### src/uidt_regs.svh
// Register offsets, field positions and reset values of the UART irq/dma/test block
`ifndef UIDT_REGS_SVH
`define UIDT_REGS_SVH

// Byte offsets on the register bus
`define UIDT_OFS_RAW      8'h3C
`define UIDT_OFS_MASK     8'h38
`define UIDT_OFS_MIS      8'h40
`define UIDT_OFS_CLEAR    8'h44
`define UIDT_OFS_DMA      8'h48
`define UIDT_OFS_TCTL     8'h80
`define UIDT_OFS_TIN      8'h84
`define UIDT_OFS_TDATA    8'h8C

// Interrupt bit positions, shared by raw, mask, masked and clear
`define UIDT_BIT_OVERRUN  10
`define UIDT_BIT_BREAK    9
`define UIDT_BIT_PARITY   8
`define UIDT_BIT_FRAMING  7
`define UIDT_BIT_TIMEOUT  6
`define UIDT_BIT_TX       5
`define UIDT_BIT_RX       4
`define UIDT_BIT_CTS      1

// Implemented interrupt bits and the error group
`define UIDT_SUP_BITS     11'h7F2
`define UIDT_ERR_BITS     11'h780

// DMA control fields
`define UIDT_DMA_GATE     2
`define UIDT_DMA_TXEN     1
`define UIDT_DMA_RXEN     0

// Test control fields
`define UIDT_TC_FIFO      1
`define UIDT_TC_ITEST     0

// Test input readback fields
`define UIDT_TIN_CTS      3
`define UIDT_TIN_RXD      0

// Reset values
`define UIDT_RST_IRQ      11'h000
`define UIDT_RST_DMA      3'h0
`define UIDT_RST_TCTL     2'h0
`define UIDT_RST_WORD     32'h0000_0000
`define UIDT_RST_TDATA    11'h000

`endif

### src/uidt_pkg.sv
// Types shared by the UART irq/dma/test block
`default_nettype none

package uidt_pkg;

  typedef logic [31:0] uidt_word_t;
  typedef logic [10:0] uidt_irq_t;
  typedef logic [10:0] uidt_tdata_t;

  // Whole register state of the control block
  typedef struct packed {
    logic        ack;
    uidt_word_t  dat;
    uidt_irq_t   raw;
    uidt_irq_t   mask;
    logic [2:0]  dma;
    logic [1:0]  tctl;
    logic        irq;
    logic        tx_req;
    logic        rx_req;
    logic        push;
    uidt_tdata_t push_data;
    logic        pop;
    logic        itest;
  } uidt_state_s;

endpackage

`default_nettype wire

### src/uidt_sync2.sv
// Two-stage synchroniser for asynchronous pin levels
`timescale 1ns/1ps
`default_nettype none

module uidt_sync2 #(
  parameter int unsigned W = 1
) (
  // Clock and reset
  input  wire logic         clk,
  input  wire logic         resetn,
  // Pin side and clean side
  input  wire logic [W-1:0] async_in,
  output var  logic [W-1:0] sync_out
);

  // Both stages live in one packed state word
  typedef struct packed {
    logic [W-1:0] meta;
    logic [W-1:0] clean;
  } uidt_sync_s;

  uidt_sync_s st_q;
  uidt_sync_s st_d;

  // First stage feeds only the second stage
  always_comb
  begin
    st_d       = st_q;
    st_d.meta  = async_in;
    st_d.clean = st_q.meta;
  end

  // Registered stages, cleared on reset
  always_ff @(posedge clk)
  begin
    if (!resetn)
    begin
      st_q <= '0;
    end
    else
    begin
      st_q <= st_d;
    end
  end

  assign sync_out = st_q.clean;

endmodule // uidt_sync2

`default_nettype wire

### src/uidt_ctrl.sv
// UART interrupt status, DMA request control and integration test registers
//
// The address map and the Wishbone slave port were decided locally.
`timescale 1ns/1ps
`default_nettype none
`include "uidt_regs.svh"

//
// Contract
// Masked overrun status at bit 10
// Masked break, parity, framing at 9,8,7
// Masked timeout, tx, rx at 6,5,4
// Masked clear-to-send status at bit 1
// Status clears on reset, modem bits undefined
// Clear bits 10..7 clear error interrupts
// Clear bits 6..4 clear timeout, tx, rx
// Clear bit 1 clears clear-to-send interrupt
// Software writes zero to unused modem bits
// Gate bit blocks rx requests during error
// Tx requests only while tx enable set
// Rx requests only while rx enable set
// Fifo test: write pushes rx, read pops tx
// Without fifo test, no direct fifo path
// Test bit 0 selects integration test mode
// Test input bit 3 shows cts pin
// Test input bit 0 shows rx pin
// Mask bits written; masked equals raw and mask
// Raw status bit per interrupt, before masking
// Writing zero to clear leaves state alone
// Combined interrupt is OR of masked bits
module uidt_ctrl (
  // Clock and reset
  input  wire logic               clk,
  input  wire logic               resetn,
  // Wishbone classic slave
  input  wire logic               wb_cyc_i,
  input  wire logic               wb_stb_i,
  input  wire logic               wb_we_i,
  input  wire logic [7:0]         wb_adr_i,
  input  wire logic [3:0]         wb_sel_i,
  input  wire uidt_pkg::uidt_word_t wb_dat_i,
  output var  uidt_pkg::uidt_word_t wb_dat_o,
  output var  logic               wb_ack_o,
  // Interrupt events from the UART core, one-cycle pulses
  input  wire logic               overrun_irq,
  input  wire logic               break_irq,
  input  wire logic               parity_irq,
  input  wire logic               framing_irq,
  input  wire logic               timeout_irq,
  input  wire logic               tx_irq,
  input  wire logic               rx_irq,
  input  wire logic               cts_change_irq,
  // Primary input pins, asynchronous
  input  wire logic               clear_to_send_in_n,
  input  wire logic               serial_rx_in,
  // FIFO request levels from the FIFO logic
  input  wire logic               tx_fifo_dma_want,
  input  wire logic               rx_fifo_dma_want,
  // Transmit FIFO head, for test reads
  input  wire uidt_pkg::uidt_tdata_t tx_fifo_head,
  // DMA requests to the DMA controller
  output var  logic               tx_dma_req,
  output var  logic               rx_dma_req,
  // Combined interrupt to the interrupt controller
  output var  logic               irq_combined,
  // Direct FIFO access in fifo test mode
  output var  logic               rx_fifo_push,
  output var  uidt_pkg::uidt_tdata_t rx_fifo_push_data,
  output var  logic               tx_fifo_pop,
  // Mode flags to the rest of the UART
  output var  logic               integration_test_mode,
  output var  logic               test_fifo_mode
);

  import uidt_pkg::*;

  uidt_state_s st_q;
  uidt_state_s st_d;

  // Synchronised pin levels
  logic [1:0] pins_sync;

  // Bus decode helpers
  logic       access;
  logic       wr;
  logic       rd;
  logic [7:0] word_adr;
  uidt_irq_t  bmask;
  uidt_irq_t  wbits;
  uidt_irq_t  events;
  uidt_irq_t  clr;
  uidt_irq_t  masked;
  logic       err_active;
  uidt_word_t rdata;

  // Pins come from outside the clock domain
  uidt_sync2 #(
    .W(2)
  ) u_pin_sync (
    .clk      (clk),
    .resetn   (resetn),
    .async_in ({clear_to_send_in_n, serial_rx_in}),
    .sync_out (pins_sync)
  );

  // Gather event pulses into status bit positions
  always_comb
  begin
    events                    = '0;
    events[`UIDT_BIT_OVERRUN] = overrun_irq;
    events[`UIDT_BIT_BREAK]   = break_irq;
    events[`UIDT_BIT_PARITY]  = parity_irq;
    events[`UIDT_BIT_FRAMING] = framing_irq;
    events[`UIDT_BIT_TIMEOUT] = timeout_irq;
    events[`UIDT_BIT_TX]      = tx_irq;
    events[`UIDT_BIT_RX]      = rx_irq;
    events[`UIDT_BIT_CTS]     = cts_change_irq;
  end

  // Bus request qualification; ack drops the cycle after it rose
  always_comb
  begin
    access   = wb_cyc_i & wb_stb_i & ~st_q.ack;
    wr       = access & wb_we_i;
    rd       = access & ~wb_we_i;
    word_adr = {wb_adr_i[7:2], 2'h0};
    // Only lanes 0 and 1 carry the 11 live bits
    bmask    = {{3{wb_sel_i[1]}}, {8{wb_sel_i[0]}}};
    wbits    = wb_dat_i[10:0] & bmask;
  end

  // Masked view and error group
  always_comb
  begin
    masked     = st_q.raw & st_q.mask;
    err_active = |(masked & `UIDT_ERR_BITS);
  end

  // Clear strobe: only written ones clear, zeros leave state
  always_comb
  begin
    clr = '0;
    if (wr && (word_adr == `UIDT_OFS_CLEAR))
    begin
      clr = wbits & `UIDT_SUP_BITS;
    end
  end

  // Read data mux; reserved and unused modem bits read zero
  always_comb
  begin
    rdata = `UIDT_RST_WORD;
    unique case (word_adr)
      `UIDT_OFS_RAW:
      begin
        rdata[10:0] = st_q.raw;
      end
      `UIDT_OFS_MASK:
      begin
        rdata[10:0] = st_q.mask;
      end
      `UIDT_OFS_MIS:
      begin
        rdata[10:0] = masked;
      end
      `UIDT_OFS_DMA:
      begin
        rdata[2:0] = st_q.dma;
      end
      `UIDT_OFS_TCTL:
      begin
        rdata[1:0] = st_q.tctl;
      end
      `UIDT_OFS_TIN:
      begin
        rdata[`UIDT_TIN_CTS] = pins_sync[1];
        rdata[`UIDT_TIN_RXD] = pins_sync[0];
      end
      `UIDT_OFS_TDATA:
      begin
        // Without fifo test the transmit FIFO is not visible
        if (st_q.tctl[`UIDT_TC_FIFO])
        begin
          rdata[10:0] = tx_fifo_head;
        end
      end
      default:
      begin
        // Clear register is write-only, unmapped reads give zero
        rdata = `UIDT_RST_WORD;
      end
    endcase
  end

  // Next-state logic for the whole block
  always_comb
  begin
    st_d        = st_q;
    st_d.ack    = access;
    st_d.dat    = rd ? rdata : `UIDT_RST_WORD;
    st_d.push   = 1'b0;
    st_d.pop    = 1'b0;

    // A new event wins over a clear in the same cycle
    st_d.raw = ((st_q.raw & ~clr) | events) & `UIDT_SUP_BITS;

    if (wr)
    begin
      unique case (word_adr)
        `UIDT_OFS_MASK:
        begin
          // Unused modem mask bits stay zero
          st_d.mask = ((st_q.mask & ~bmask) | wbits) & `UIDT_SUP_BITS;
        end
        `UIDT_OFS_DMA:
        begin
          if (wb_sel_i[0])
          begin
            st_d.dma = wb_dat_i[2:0];
          end
        end
        `UIDT_OFS_TCTL:
        begin
          if (wb_sel_i[0])
          begin
            st_d.tctl = wb_dat_i[1:0];
          end
        end
        `UIDT_OFS_TDATA:
        begin
          // Writes outside fifo test mode are dropped
          if (st_q.tctl[`UIDT_TC_FIFO] && wb_sel_i[0])
          begin
            st_d.push      = 1'b1;
            st_d.push_data = wb_dat_i[10:0];
          end
        end
        default:
        begin
          // Read-only and unmapped writes change no storage; clear writes act only on raw
          st_d.dma = st_q.dma;
        end
      endcase
    end

    // Pop the transmit head once per test read
    if (rd && (word_adr == `UIDT_OFS_TDATA) && st_q.tctl[`UIDT_TC_FIFO])
    begin
      st_d.pop = 1'b1;
    end

    // Combined interrupt, one cycle behind the masked view
    st_d.irq = |masked;

    // Transmit requests only with the transmit enable
    st_d.tx_req = st_q.dma[`UIDT_DMA_TXEN] & tx_fifo_dma_want;

    // Receive requests gated by enable and, optionally, errors
    st_d.rx_req = st_q.dma[`UIDT_DMA_RXEN] & rx_fifo_dma_want
                & ~(st_q.dma[`UIDT_DMA_GATE] & err_active);

    // Mode flag for the test multiplexors elsewhere
    st_d.itest = st_q.tctl[`UIDT_TC_ITEST];
  end

  // State register; all status cleared on reset
  always_ff @(posedge clk)
  begin
    if (!resetn)
    begin
      st_q.ack       <= 1'b0;
      st_q.dat       <= `UIDT_RST_WORD;
      st_q.raw       <= `UIDT_RST_IRQ;
      st_q.mask      <= `UIDT_RST_IRQ;
      st_q.dma       <= `UIDT_RST_DMA;
      st_q.tctl      <= `UIDT_RST_TCTL;
      st_q.irq       <= 1'b0;
      st_q.tx_req    <= 1'b0;
      st_q.rx_req    <= 1'b0;
      st_q.push      <= 1'b0;
      st_q.push_data <= `UIDT_RST_TDATA;
      st_q.pop       <= 1'b0;
      st_q.itest     <= 1'b0;
    end
    else
    begin
      st_q <= st_d;
    end
  end

  // Every output comes straight from the state register
  assign wb_ack_o              = st_q.ack;
  assign wb_dat_o              = st_q.dat;
  assign irq_combined          = st_q.irq;
  assign tx_dma_req            = st_q.tx_req;
  assign rx_dma_req            = st_q.rx_req;
  assign rx_fifo_push          = st_q.push;
  assign rx_fifo_push_data     = st_q.push_data;
  assign tx_fifo_pop           = st_q.pop;
  assign integration_test_mode = st_q.itest;
  assign test_fifo_mode        = st_q.tctl[`UIDT_TC_FIFO];

endmodule // uidt_ctrl

`default_nettype wire

### config.mk
export PLATFORM = sky130hd
export DESIGN_NAME = uidt_ctrl
export DESIGN_NICKNAME = d
export VERILOG_FILES = /design/src/uidt_pkg.sv /design/src/uidt_sync2.sv /design/src/uidt_ctrl.sv
export VERILOG_INCLUDE_DIRS = /design/src /design/src/src
export SDC_FILE = /design/constraint.sdc
export NUM_CORES = 1
export LEC_CHECK = 0
export BUFFER_PORTS_ARGS = -buffer_cell sky130_fd_sc_hd__buf_2
export CORE_MARGIN = 1.5
export CORE_UTILIZATION = 50
export DETAILED_ROUTE_END_ITERATION = 8
export PLACE_DENSITY = 0.86
export REMOVE_ABC_BUFFERS = 1
export SLEW_MARGIN = 20
export SYNTH_ARGS = -nofsm -noshare
export SYNTH_HDL_FRONTEND = slang
export SYNTH_HIERARCHICAL = 1
export SYNTH_SLANG_ARGS = --single-unit
### constraint.sdc
create_clock -name clk -period 2.9 [get_ports clk]
set_input_delay 0.145 -clock clk [delete_from_list [all_inputs] [get_ports clk]]
set_output_delay 0.145 -clock clk [all_outputs]
set_load 0.01 [all_outputs]
# Word level (Yosys, flattened, before mapping)
# Index checks and enable logic that the tools add are counted.
# W data, S select, Z words.
[word_totals]
regBits = 78
inputBits = 72
output_inout_bits = 51
wordCells = 65
[classes]
eq_ne = 8
muxes = 9
bitwise = 19
n_reduce_logical = 12
[op_table]
columns = ["cell", "n"]
rows = [
  ["$and A11 B11 Y11", 4],
  ["$pmux W7 S4", 1],
  ["$mux W11", 2],
  ["$not A11 Y11", 2],
  ["$or A11 B11 Y11", 2],
  ["$eq A6 B5 Y1 const B", 3],
  ["$eq A6 B6 Y1 const B", 3],
  ["$eq A6 B4 Y1 const B", 2],
  ["$mux W12", 1],
  ["$pmux W1 S6", 2],
  ["$reduce_and A3 Y1", 4],
  ["$reduce_or A11 Y1", 1],
  ["$and A1 B1 Y1", 8],
  ["$pmux W1 S4", 2],
  ["$logic_and A1 B1 Y1", 4],
  ["$reduce_and A2 Y1", 2],
  ["$reduce_or A4 Y1", 1],
  ["$not A1 Y1", 3],
  ["$mux W1", 1],
]

# Depth between registers and ports, before layout
# Gate-level depths: netlist of run 1.
[depth]
ltp_word = 8
depth_mapped = 6
ltp_nobuf = 4

# Cells and area by module
# The synthesis of run 1 kept the hierarchy.
[modules_own_cells]
columns = ["module", "instances", "cells_per_inst", "area_each_um2", "seq_area_each_um2"]
rows = [
  ["uidt_ctrl", 1, 277, 2548.7, 1001.0],
  ["uidt_sync2", 1, 8, 105.1, 80.1],
]

# Least setup slack after synthesis of run 1
# Ideal clock, no wire load.
[synth_timing]
path_kind = "flip-flop to flip-flop"
start = "register st_q (netlist bit wb_ack_o)"
end = "register st_q[37] in the netlist's numbering"
setup_time_ns = 0.115
t_arrival_ns = 1.226
required_time_ns = 2.785
slack_ns = 1.559
path_stages_with_launch = 6
path_buffers = 1
synth_period_minus_slack_ns = 1.341
cell_sequence = "dfxtp_1 > and4b_1 > buf_2 > and4_1 > a21boi_0 > o21a_1"
[synth_between]
elab_chain_len = 8
[synth_rtl]
columns = ["item", "line_no", "text"]
rows = [
  ["start, declared", "uidt_ctrl.sv:77", "uidt_state_s st_q;"],
  ["start signal, assigned", "uidt_ctrl.sv:287", "st_q <= st_d;"],
  ["$not A1 Y1", "uidt_ctrl.sv:123", "access = wb_cyc_i & wb_stb_i & ~st_q.ack;"],
  ["$and A1 B1 Y1", "uidt_ctrl.sv:123", ""],
  ["$and A1 B1 Y1", "uidt_ctrl.sv:124", "wr = access & wb_we_i;"],
  ["$logic_and A1 B1 Y1", "uidt_ctrl.sv:143", "if (wr && (word_adr == `UIDT_OFS_CLEAR))"],
  ["$mux W11", "uidt_ctrl.sv:143", ""],
  ["$not A11 Y11", "uidt_ctrl.sv:205", "st_d.raw = ((st_q.raw & ~clr) | events) & `UIDT_SUP_BITS;"],
  ["$and A11 B11 Y11", "uidt_ctrl.sv:205", ""],
  ["$or A11 B11 Y11", "uidt_ctrl.sv:205", ""],
]
# Every way passes these cells.
# A chain may end at the register's enable or synchronous reset.

# Final worst setup path of run 1
[layout_timing]
start = "register st_q (netlist bit wb_ack_o)"
end = "register st_q[38] in the netlist's numbering"
# Same word-level chain as after synthesis.

==> impl_metrics.prom, run 1 <==
# TYPE chip_impl_metric gauge
chip_impl_info{name="run_status",value="finished clean"} 1
chip_impl_metric{name="share_of_synthesized_area_occupied_by_flip_flops_and_latches",unit="%"} 40.7
chip_impl_metric{name="boundaryPins",unit=""} 123
chip_impl_metric{name="relSlewSlack",unit="%"} 58.4
chip_impl_metric{name="final_net_count",unit=""} 403
chip_impl_metric{name="detail-route-antenna-nets",unit=""} 0
chip_impl_info{name="synthFlopType",value="dfxtp_1"} 1
chip_impl_metric{name="io_buffers",unit=""} 76
chip_impl_metric{name="post_synth_inst_count",unit=""} 285
chip_impl_metric{name="die_area",unit="µm²"} 5750
chip_impl_metric{name="synth_warnings",unit=""} 6
chip_impl_metric{name="clock_skew_after_layout",unit="ns"} 0.00989
chip_impl_info{name="timing.setup.critical_path_class",value="reg2reg"} 1
chip_impl_metric{name="arrival",unit="ns"} 1.75
chip_impl_metric{name="cts_hold_repair.buffers",unit=""} 0
chip_impl_metric{name="power.density_cell_area",unit="nW/µm²"} 471
chip_impl_metric{name="first_global_vias",unit=""} 1761
chip_impl_info{name="setup.worst_path.start_class",value="flop"} 1
chip_impl_metric{name="clkTransAtPathRegs",unit="ns"} 0.10
chip_impl_metric{name="post_synth.cell_area_avg",unit="µm²"} 9.31
chip_impl_metric{name="core_area",unit="µm²"} 5110
chip_impl_metric{name="min_period",unit="ns"} 1.54
chip_impl_metric{name="maximum_ir_drop_on_the_vdd_rail",unit="µV"} 312
chip_impl_metric{name="max_freq",unit="MHz"} 648
chip_impl_metric{name="crit_fanout",unit=""} 7
chip_impl_metric{name="asyncSetResetFlopFracSynth",unit="%"} 0
chip_impl_metric{name="mappedNetlistArea",unit="µm²"} 2650
chip_impl_metric{name="routabilityCongestion",unit=""} 0.840
chip_impl_metric{name="fraction_of_post_synthesis_cell_area_in_the_top_cell_type_by_area",unit="%"} 40.7
chip_impl_metric{name="worst-endpoint-required",unit="ns"} 3.11
chip_impl_metric{name="pre_cts_ws",unit="ns"} 1.25
chip_impl_info{name="ys_top_cells_by_area",value="dfxtp_1 (41%), buf_4 (13%), mux2i_1 (5.3%)"} 1
chip_impl_metric{name="std_cell_rows",unit=""} 26
chip_impl_metric{name="htreeDepth",unit=""} 2
chip_impl_info{name="crit_path_start",value="wb_ack_o"} 1
chip_impl_metric{name="routedWlPerCell",unit="µm"} 13.2
chip_impl_metric{name="synth-edff-count",unit=""} 0
chip_impl_metric{name="timing.setup.tns",unit="ns"} 0
chip_impl_metric{name="overflow",unit=""} 0
chip_impl_metric{name="place_inst",unit=""} 394
chip_impl_info{name="timing.critical_path.to_type",value="flop"} 1
chip_impl_metric{name="cts-buffers-inserted",unit=""} 5
chip_impl_metric{name="cts_resized",unit=""} 0
chip_impl_metric{name="design_area",unit="µm²"} 2900
chip_impl_metric{name="detailedRoute.firstIterationViolations",unit=""} 183
chip_impl_metric{name="finalSetupViolCount",unit=""} 0
chip_impl_metric{name="timing_worst_slew_pin_value",unit="ns"} 0.621
chip_impl_metric{name="clkLatencyLatePin",unit="ns"} 0.31
chip_impl_metric{name="yosys_register_bits",unit=""} 54
chip_impl_metric{name="via_count_of_the_routed_design",unit=""} 2053
chip_impl_metric{name="count_of_inserted_antenna_diode_cells",unit=""} 0
chip_impl_metric{name="placedInstanceArea",unit="µm²"} 2790
chip_impl_metric{name="layout.filler_cells",unit=""} 469
chip_impl_metric{name="cap_viol_max_count",unit=""} 0
chip_impl_metric{name="report.final.hold_viol_count",unit=""} 0
chip_impl_metric{name="die_width",unit="µm"} 75.9
chip_impl_metric{name="cts_buffer_depth",unit=""} 2
chip_impl_metric{name="dp_hpwl",unit="mm"} 3.96
chip_impl_metric{name="final.hold.worst_slack",unit="ns"} 0.0260
chip_impl_metric{name="drv_slew",unit=""} 0
chip_impl_metric{name="p_leak",unit="nW"} 1.43
chip_impl_metric{name="die_h",unit="µm"} 75.9
chip_impl_metric{name="min_period_over_period",unit="%"} 53.2
chip_impl_metric{name="largest_net_degree_at_the_start_of_global_routing",unit=""} 42
chip_impl_info{name="min_path_type",value="in2reg"} 1
chip_impl_info{name="critical_path.reg2reg.startpoint",value="wb_ack_o"} 1
chip_impl_info{name="root_buffer",value="clkbuf_8"} 1
chip_impl_metric{name="antenna_violations_before_repair",unit=""} 0
chip_impl_info{name="synthDominantAreaCellType",value="dfxtp_1"} 1
chip_impl_info{name="min_from",value="wb_dat_i[8]"} 1
chip_impl_metric{name="grt_first_pass_wirelength",unit="mm"} 8.16
chip_impl_metric{name="setup_slack",unit="ns"} 1.36
chip_impl_metric{name="avgViaCountPerCell",unit=""} 5.11
chip_impl_metric{name="drt_pass1_iterations",unit=""} 4
chip_impl_metric{name="start_util",unit="%"} 52.0
chip_impl_info{name="clock_tree_from_tritoncts",value="done"} 1
chip_impl_metric{name="final_layout_size_suffix_gt1_share",unit="%"} 31.6
chip_impl_info{name="grt_setup_unrepaired",value="no"} 1
chip_impl_metric{name="cts_num_sinks",unit=""} 54
chip_impl_metric{name="synth_cell_types",unit=""} 44
chip_impl_metric{name="layoutNonFillerInstCount",unit=""} 402
chip_impl_metric{name="area_growth",unit="%"} 9.34
chip_impl_metric{name="post-route-drc-count",unit=""} 0
chip_impl_metric{name="grt_use_total",unit="%"} 19.0
chip_impl_metric{name="cts_post_setup_buffers_inserted",unit=""} 0
chip_impl_metric{name="total_wire_length",unit="mm"} 5.29
-- area by class of cell --
cell class | count | area, µm² | area share, %
clock inverters | 3 | 40.0 | 1.38
flip-flops and latches | 54 | 1080 | 37.3
repair buffers | 78 | 395 | 13.6
multi-input cells | 187 | 1210 | 41.7
clock buffers | 5 | 68.8 | 2.37
inverters | 5 | 18.8 | 0.647
well taps | 70 | 87.6 | 3.02
-- cells by family after synthesis --
logic type             after synthesis  share of synthesized area, %
AO/OA/AOI/OAI                       64                          16.2
flip-flops                          54                          40.7
AND/OR/NAND/NOR                     88                          21.2
buffers and inverters               64                          16.5
multiplexers                        14                          5.28
other                                1                         0.141
-- per-layer routing --
layer | GRT usage, % | share of wire, % | vias up
li1 | - | - | 1025
met1 | 25.2 | 45 | 949
met2 | 29.4 | 48 | 70
met3 | 4.63 | 5.3 | 9
met4 | 7.94 | 1.8 | 0
met5 | 0 | 0 | -
-- critical path, stage by stage (launching register included) --
cell and delay, ns:
dfxtp_1 0.33, and4b_1 0.47, and4_1 0.35, a21boi_0 0.12
o21a_1 0.17
-- cell usage in the layout (no fill, tap or decap), types with 11 or more instances in the layout --
master / netlist / layout
dfxtp_1: 54 / 54
and3_1: 12 / 12
o21ai_0: 13 / 13
nand2_1: 17 / 17
conb_1: 1 / 21
nor2_1: 14 / 14
a22oi_1: 11 / 11
buf_2: 2 / 76
mux2i_1: 14 / 14
nand3_1: 12 / 12
-- synthesized netlist by cell type (6+ instances only) --
master     n
and2_1     8
a31oi_1    6
nor2_1    14
o21ai_2    7
a22oi_1   11
clkbuf_1   7
buf_4     46
mux2i_1   14
a21oi_1    8
and3_1    12
o21ai_0   13
nand3_1   12
dfxtp_1   54
nand2_1   17
-- through the flow --
step	util [%]	power [mW]
2_1_floorplan	-	0.824
3_3_place_gp	54.7	0.885
3_5_place_dp	54.7	0.888
4_1_cts	56.8	1.37
5_1_grt	56.8	1.42
6_report	56.8	1.37
-- final timing paths --
check,to,slack [ns],cells past startpoint
max reg2reg,st_q[38],1.36,4
max,st_q[38],1.36,4
min,st_q[41],0.03,2
min reg2reg,u_pin_sync/sync_out[0],0.45,1
-- where the power goes --
group          switching (mW)  internal, mW
registers             0.00944         0.752
clock network           0.242         0.254
logic                  0.0657        0.0439
No activity file was read; power rests on OpenSTA's default activity.
==> inputs of run 2 (changes only) <==
--- a/config.mk
+++ b/config.mk
@@ -6,11 +6,12 @@
 export SDC_FILE = /design/constraint.sdc
 export NUM_CORES = 1
 export LEC_CHECK = 0
+export ABC_AREA = 1
 export BUFFER_PORTS_ARGS = -buffer_cell sky130_fd_sc_hd__buf_2
 export CORE_MARGIN = 1.5
-export CORE_UTILIZATION = 50
+export CORE_UTILIZATION = 47
 export DETAILED_ROUTE_END_ITERATION = 8
-export PLACE_DENSITY = 0.86
+export PLACE_DENSITY = 0.81
 export REMOVE_ABC_BUFFERS = 1
 export SLEW_MARGIN = 20
 export SYNTH_ARGS = -nofsm -noshare
==> constraint.sdc (replaced) <==
create_clock -name clk -period 1.6 [get_ports clk]
set_input_delay 0.08 -clock clk [delete_from_list [all_inputs] [get_ports clk]]
set_output_delay 0.08 -clock clk [all_outputs]
set_load 0.01 [all_outputs]
==> impl_metrics.prom, run 2 <==
# TYPE chip_impl_metric gauge
chip_impl_metric{name="yosys_register_bits",unit=""} 54
chip_impl_metric{name="overflow",unit=""} 0
chip_impl_metric{name="htreeDepth",unit=""} 2
chip_impl_info{name="mostFrequentLayoutCell",value="nand2_1"} 1
chip_impl_metric{name="first_global_vias",unit=""} 2296
chip_impl_metric{name="p_leak",unit="nW"} 1.61
chip_impl_metric{name="total_wire_length",unit="mm"} 6.06
chip_impl_metric{name="cts-buffers-inserted",unit=""} 5
chip_impl_metric{name="p_total",unit="mW"} 2.38
chip_impl_info{name="globalRoute.busiestLayer",value="met2"} 1
chip_impl_info{name="cpMostUsedCell",value="nor2_1"} 1
chip_impl_metric{name="grt_first_pass_wirelength",unit="mm"} 10.2
chip_impl_metric{name="std_cell_rows",unit=""} 27
chip_impl_metric{name="final_net_count",unit=""} 526
chip_impl_metric{name="global_route.usage.met1",unit="%"} 26.4
chip_impl_metric{name="share_of_synthesized_area_occupied_by_flip_flops_and_latches",unit="%"} 40.0
chip_impl_metric{name="drv_slew",unit=""} 0
chip_impl_metric{name="detail-route-antenna-nets",unit=""} 0
chip_impl_info{name="timing.setup.critical_path_class",value="reg2reg"} 1
chip_impl_metric{name="globalRouteMet3Util",unit="%"} 2.99
chip_impl_info{name="ys_top_cells_by_area",value="dfxtp_1 (40%), buf_4 (12%), nand2_1 (12%)"} 1
chip_impl_info{name="post-synth-top-count-cell",value="nand2_1"} 1
chip_impl_metric{name="max_freq",unit="MHz"} 769
chip_impl_info{name="min_from",value="cts_change_irq"} 1
chip_impl_metric{name="dp_hpwl",unit="mm"} 4.52
chip_impl_metric{name="worst-endpoint-required",unit="ns"} 1.85
chip_impl_metric{name="final.hold.worst_slack",unit="ns"} 0.0136
chip_impl_metric{name="avgViaCountPerCell",unit=""} 4.72
chip_impl_metric{name="mappedNetlistArea",unit="µm²"} 2700
chip_impl_info{name="root_buffer",value="clkbuf_8"} 1
chip_impl_metric{name="antenna_violations_before_repair",unit=""} 0
chip_impl_metric{name="finalSetupViolCount",unit=""} 0
chip_impl_metric{name="groute.layer.met2.usage",unit="%"} 33.4
chip_impl_metric{name="report.final.hold_viol_count",unit=""} 0
chip_impl_metric{name="total_buffers_and_inverters_traversed_by_the_critical_path",unit=""} 3
chip_impl_metric{name="clock_skew_after_layout",unit="ns"} 0.0106
chip_impl_info{name="worst_r2r_endpoint",value="rx_fifo_push_data[3]"} 1
chip_impl_metric{name="post_synth_inst_count",unit=""} 388
chip_impl_metric{name="clkLatencyLatePin",unit="ns"} 0.30
chip_impl_metric{name="cts_buffer_depth",unit=""} 2
chip_impl_metric{name="synth-edff-count",unit=""} 0
chip_impl_info{name="worst_path_dominant_cell_family",value="simple AND/OR/NAND/NOR gates"} 1
chip_impl_info{name="cp_slowest_cell",value="dfxtp_1"} 1
chip_impl_metric{name="via_count_of_the_routed_design",unit=""} 2486
chip_impl_metric{name="fraction_of_post_synthesis_cell_area_in_the_top_cell_type_by_area",unit="%"} 40.0
chip_impl_metric{name="min_period",unit="ns"} 1.30
chip_impl_metric{name="worst-r2r-setup-slack",unit="ns"} 0.30
chip_impl_info{name="run_status",value="finished clean"} 1
chip_impl_metric{name="routedWlPerCell",unit="µm"} 11.5
chip_impl_metric{name="cts_num_sinks",unit=""} 54
chip_impl_metric{name="grt_use_total",unit="%"} 20.3
chip_impl_info{name="timing.critical_path.to_type",value="flop"} 1
chip_impl_metric{name="die_h",unit="µm"} 78.8
chip_impl_metric{name="largest_net_degree_at_the_start_of_global_routing",unit=""} 26
chip_impl_metric{name="post-route-drc-count",unit=""} 0
chip_impl_metric{name="drt_pass1_iterations",unit=""} 4
chip_impl_info{name="critical_path.reg2reg.startpoint",value="wb_ack_o"} 1
chip_impl_metric{name="min_period_over_period",unit="%"} 81.2
chip_impl_metric{name="place_inst",unit=""} 512
chip_impl_metric{name="count_of_inserted_antenna_diode_cells",unit=""} 0
chip_impl_metric{name="die_width",unit="µm"} 78.8
chip_impl_info{name="layout_common_cells",value="nand2_1 (86), buf_2 (76), nor2_1 (70), dfxtp_1 (54), inv_1 (34)"} 1
chip_impl_metric{name="maximum_ir_drop_on_the_vdd_rail",unit="µV"} 405
chip_impl_metric{name="cap_viol_max_count",unit=""} 0
chip_impl_info{name="synthFlopType",value="dfxtp_1"} 1
chip_impl_metric{name="synth_warnings",unit=""} 6
chip_impl_info{name="setup.worst_path.start_class",value="flop"} 1
chip_impl_info{name="hold_end",value="st_q[34]"} 1
chip_impl_metric{name="start_util",unit="%"} 48.8
chip_impl_info{name="grt_setup_unrepaired",value="no"} 1
chip_impl_metric{name="area_growth",unit="%"} 14.2
chip_impl_info{name="synthDominantAreaCellType",value="dfxtp_1"} 1
chip_impl_metric{name="arrival",unit="ns"} 1.55
chip_impl_info{name="top_cell_types_by_occurrence_after_synthesis",value="nand2_1 (86), nor2_1 (70), dfxtp_1 (54)"} 1
chip_impl_metric{name="asyncSetResetFlopFracSynth",unit="%"} 0
chip_impl_info{name="min_path_type",value="in2reg"} 1
chip_impl_metric{name="crit_fanout",unit=""} 13
chip_impl_info{name="clock_tree_from_tritoncts",value="done"} 1
chip_impl_metric{name="layout.filler_cells",unit=""} 553
chip_impl_metric{name="post_synth.cell_area_avg",unit="µm²"} 6.96
chip_impl_metric{name="min_delay_path_depth",unit=""} 3
chip_impl_metric{name="io_buffers",unit=""} 76
chip_impl_metric{name="final_layout_size_suffix_gt1_share",unit="%"} 22.9
chip_impl_metric{name="layoutNonFillerInstCount",unit=""} 527
chip_impl_metric{name="detailedRoute.firstIterationViolations",unit=""} 181
chip_impl_metric{name="routabilityCongestion",unit=""} 0.814
chip_impl_metric{name="synth_cell_types",unit=""} 25
chip_impl_metric{name="clkTransAtPathRegs",unit="ns"} 0.09
chip_impl_metric{name="critical_path.max_stage_delay",unit="ns"} 0.32
chip_impl_metric{name="power.density_cell_area",unit="nW/µm²"} 771
chip_impl_metric{name="timing.setup.tns",unit="ns"} 0
chip_impl_metric{name="boundaryPins",unit=""} 123
chip_impl_metric{name="die_area",unit="µm²"} 6210
chip_impl_metric{name="core_area",unit="µm²"} 5540
chip_impl_metric{name="cts_resized",unit=""} 0
chip_impl_metric{name="reg2reg_depth",unit=""} 8
chip_impl_metric{name="finalCoreUtilization",unit="%"} 55.7
chip_impl_info{name="crit_path_cell_trace",value="inv_1 > nand4_1 > nor2_1 > buf_4 > nand2_4 > inv_2 > nor2_1 > nor2_1"} 1
[run 2: changes by cell type after synthesis, sizes merged, moves of 5 or more]
cell    previous run  this run
a21boi             5         0
a21oi              8        17
a22oi             11         0
a31oi              6         0
and2               8         0
and3              12         0
buf               52        47
inv                5        36
mux2i             14         0
nand2             17        90
nand3             13        25
nor2              14        79
o21a               5         0
[run 2: per-stage QoR]
stage / setup slack [ns] / instance area, µm²
after floorplan: 0.325 / 2410
after global placement: 0.305 / 2920
after detailed placement: 0.229 / 2920
after CTS: 0.292 / 3090
after global routing: 0.120 / 3090
final: 0.300 / 3090
[run 2: metal layers]
metal  wire (µm)  vias to the layer above  share of wire, %
met1        2740                     1121                45
met5           0                        -                 0
li1            -                     1276                 -
met3         327                        6               5.4
met2        2920                       83                48
met4          68                        0               1.1
[run 2: kinds of logic (layout without fill, tap and decap cells)]
group,count (synthesis),count (layout),synth area share [%]
AOI/OAI and AO/OA,42,42,8.01
and+or+nand+nor,204,204,33.1
other,1,21,0.139
buffers and inverters,87,134,18.8
DFF,54,54,40.0
[run 2: how the worst max path moves through the flow]
stage                            to  cells past startpoint   startpoint
6_report       rx_fifo_push_data[3]                      8     wb_ack_o
3_5_place_dp                   flop                      7  wb_adr_i[7]
3_3_place_gp                   flop                      7  wb_adr_i[7]
5_1_grt        rx_fifo_push_data[3]                      8     wb_ack_o
4_1_cts        rx_fifo_push_data[3]                      8     wb_ack_o
2_1_floorplan  rx_fifo_push_data[0]                      7     wb_ack_o
[run 2: tightest hold or removal path, stage by stage]
cell and delay, ns:
buf_2 0.10, inv_1 0.04, a21oi_1 0.05
[run 2: repair_timing]
item,CTS,global route
endpoints found under the hold margin,7,0
hold buffers,7,0
buffers inserted,0,0
[run 2: report_power, final]
group	total, mW	leakage [nW]	switching [mW]	internal, mW
Sequential	1.38	0.438	0.0165	1.36
Combinational	0.227	1.12	0.138	0.0893
Clock	0.773	0.0482	0.423	0.350
[run 2: area by class of cell]
type	count	area (µm²)	share of cell area, %
clock buffer	7	86.3	2.80
tap	72	90.1	2.92
timing repair buffer	89	495	16.1
sequential	54	1080	35.0
inverter	37	139	4.50
clock inverter	1	5.00	0.162
multi-input combinational	267	1190	38.5
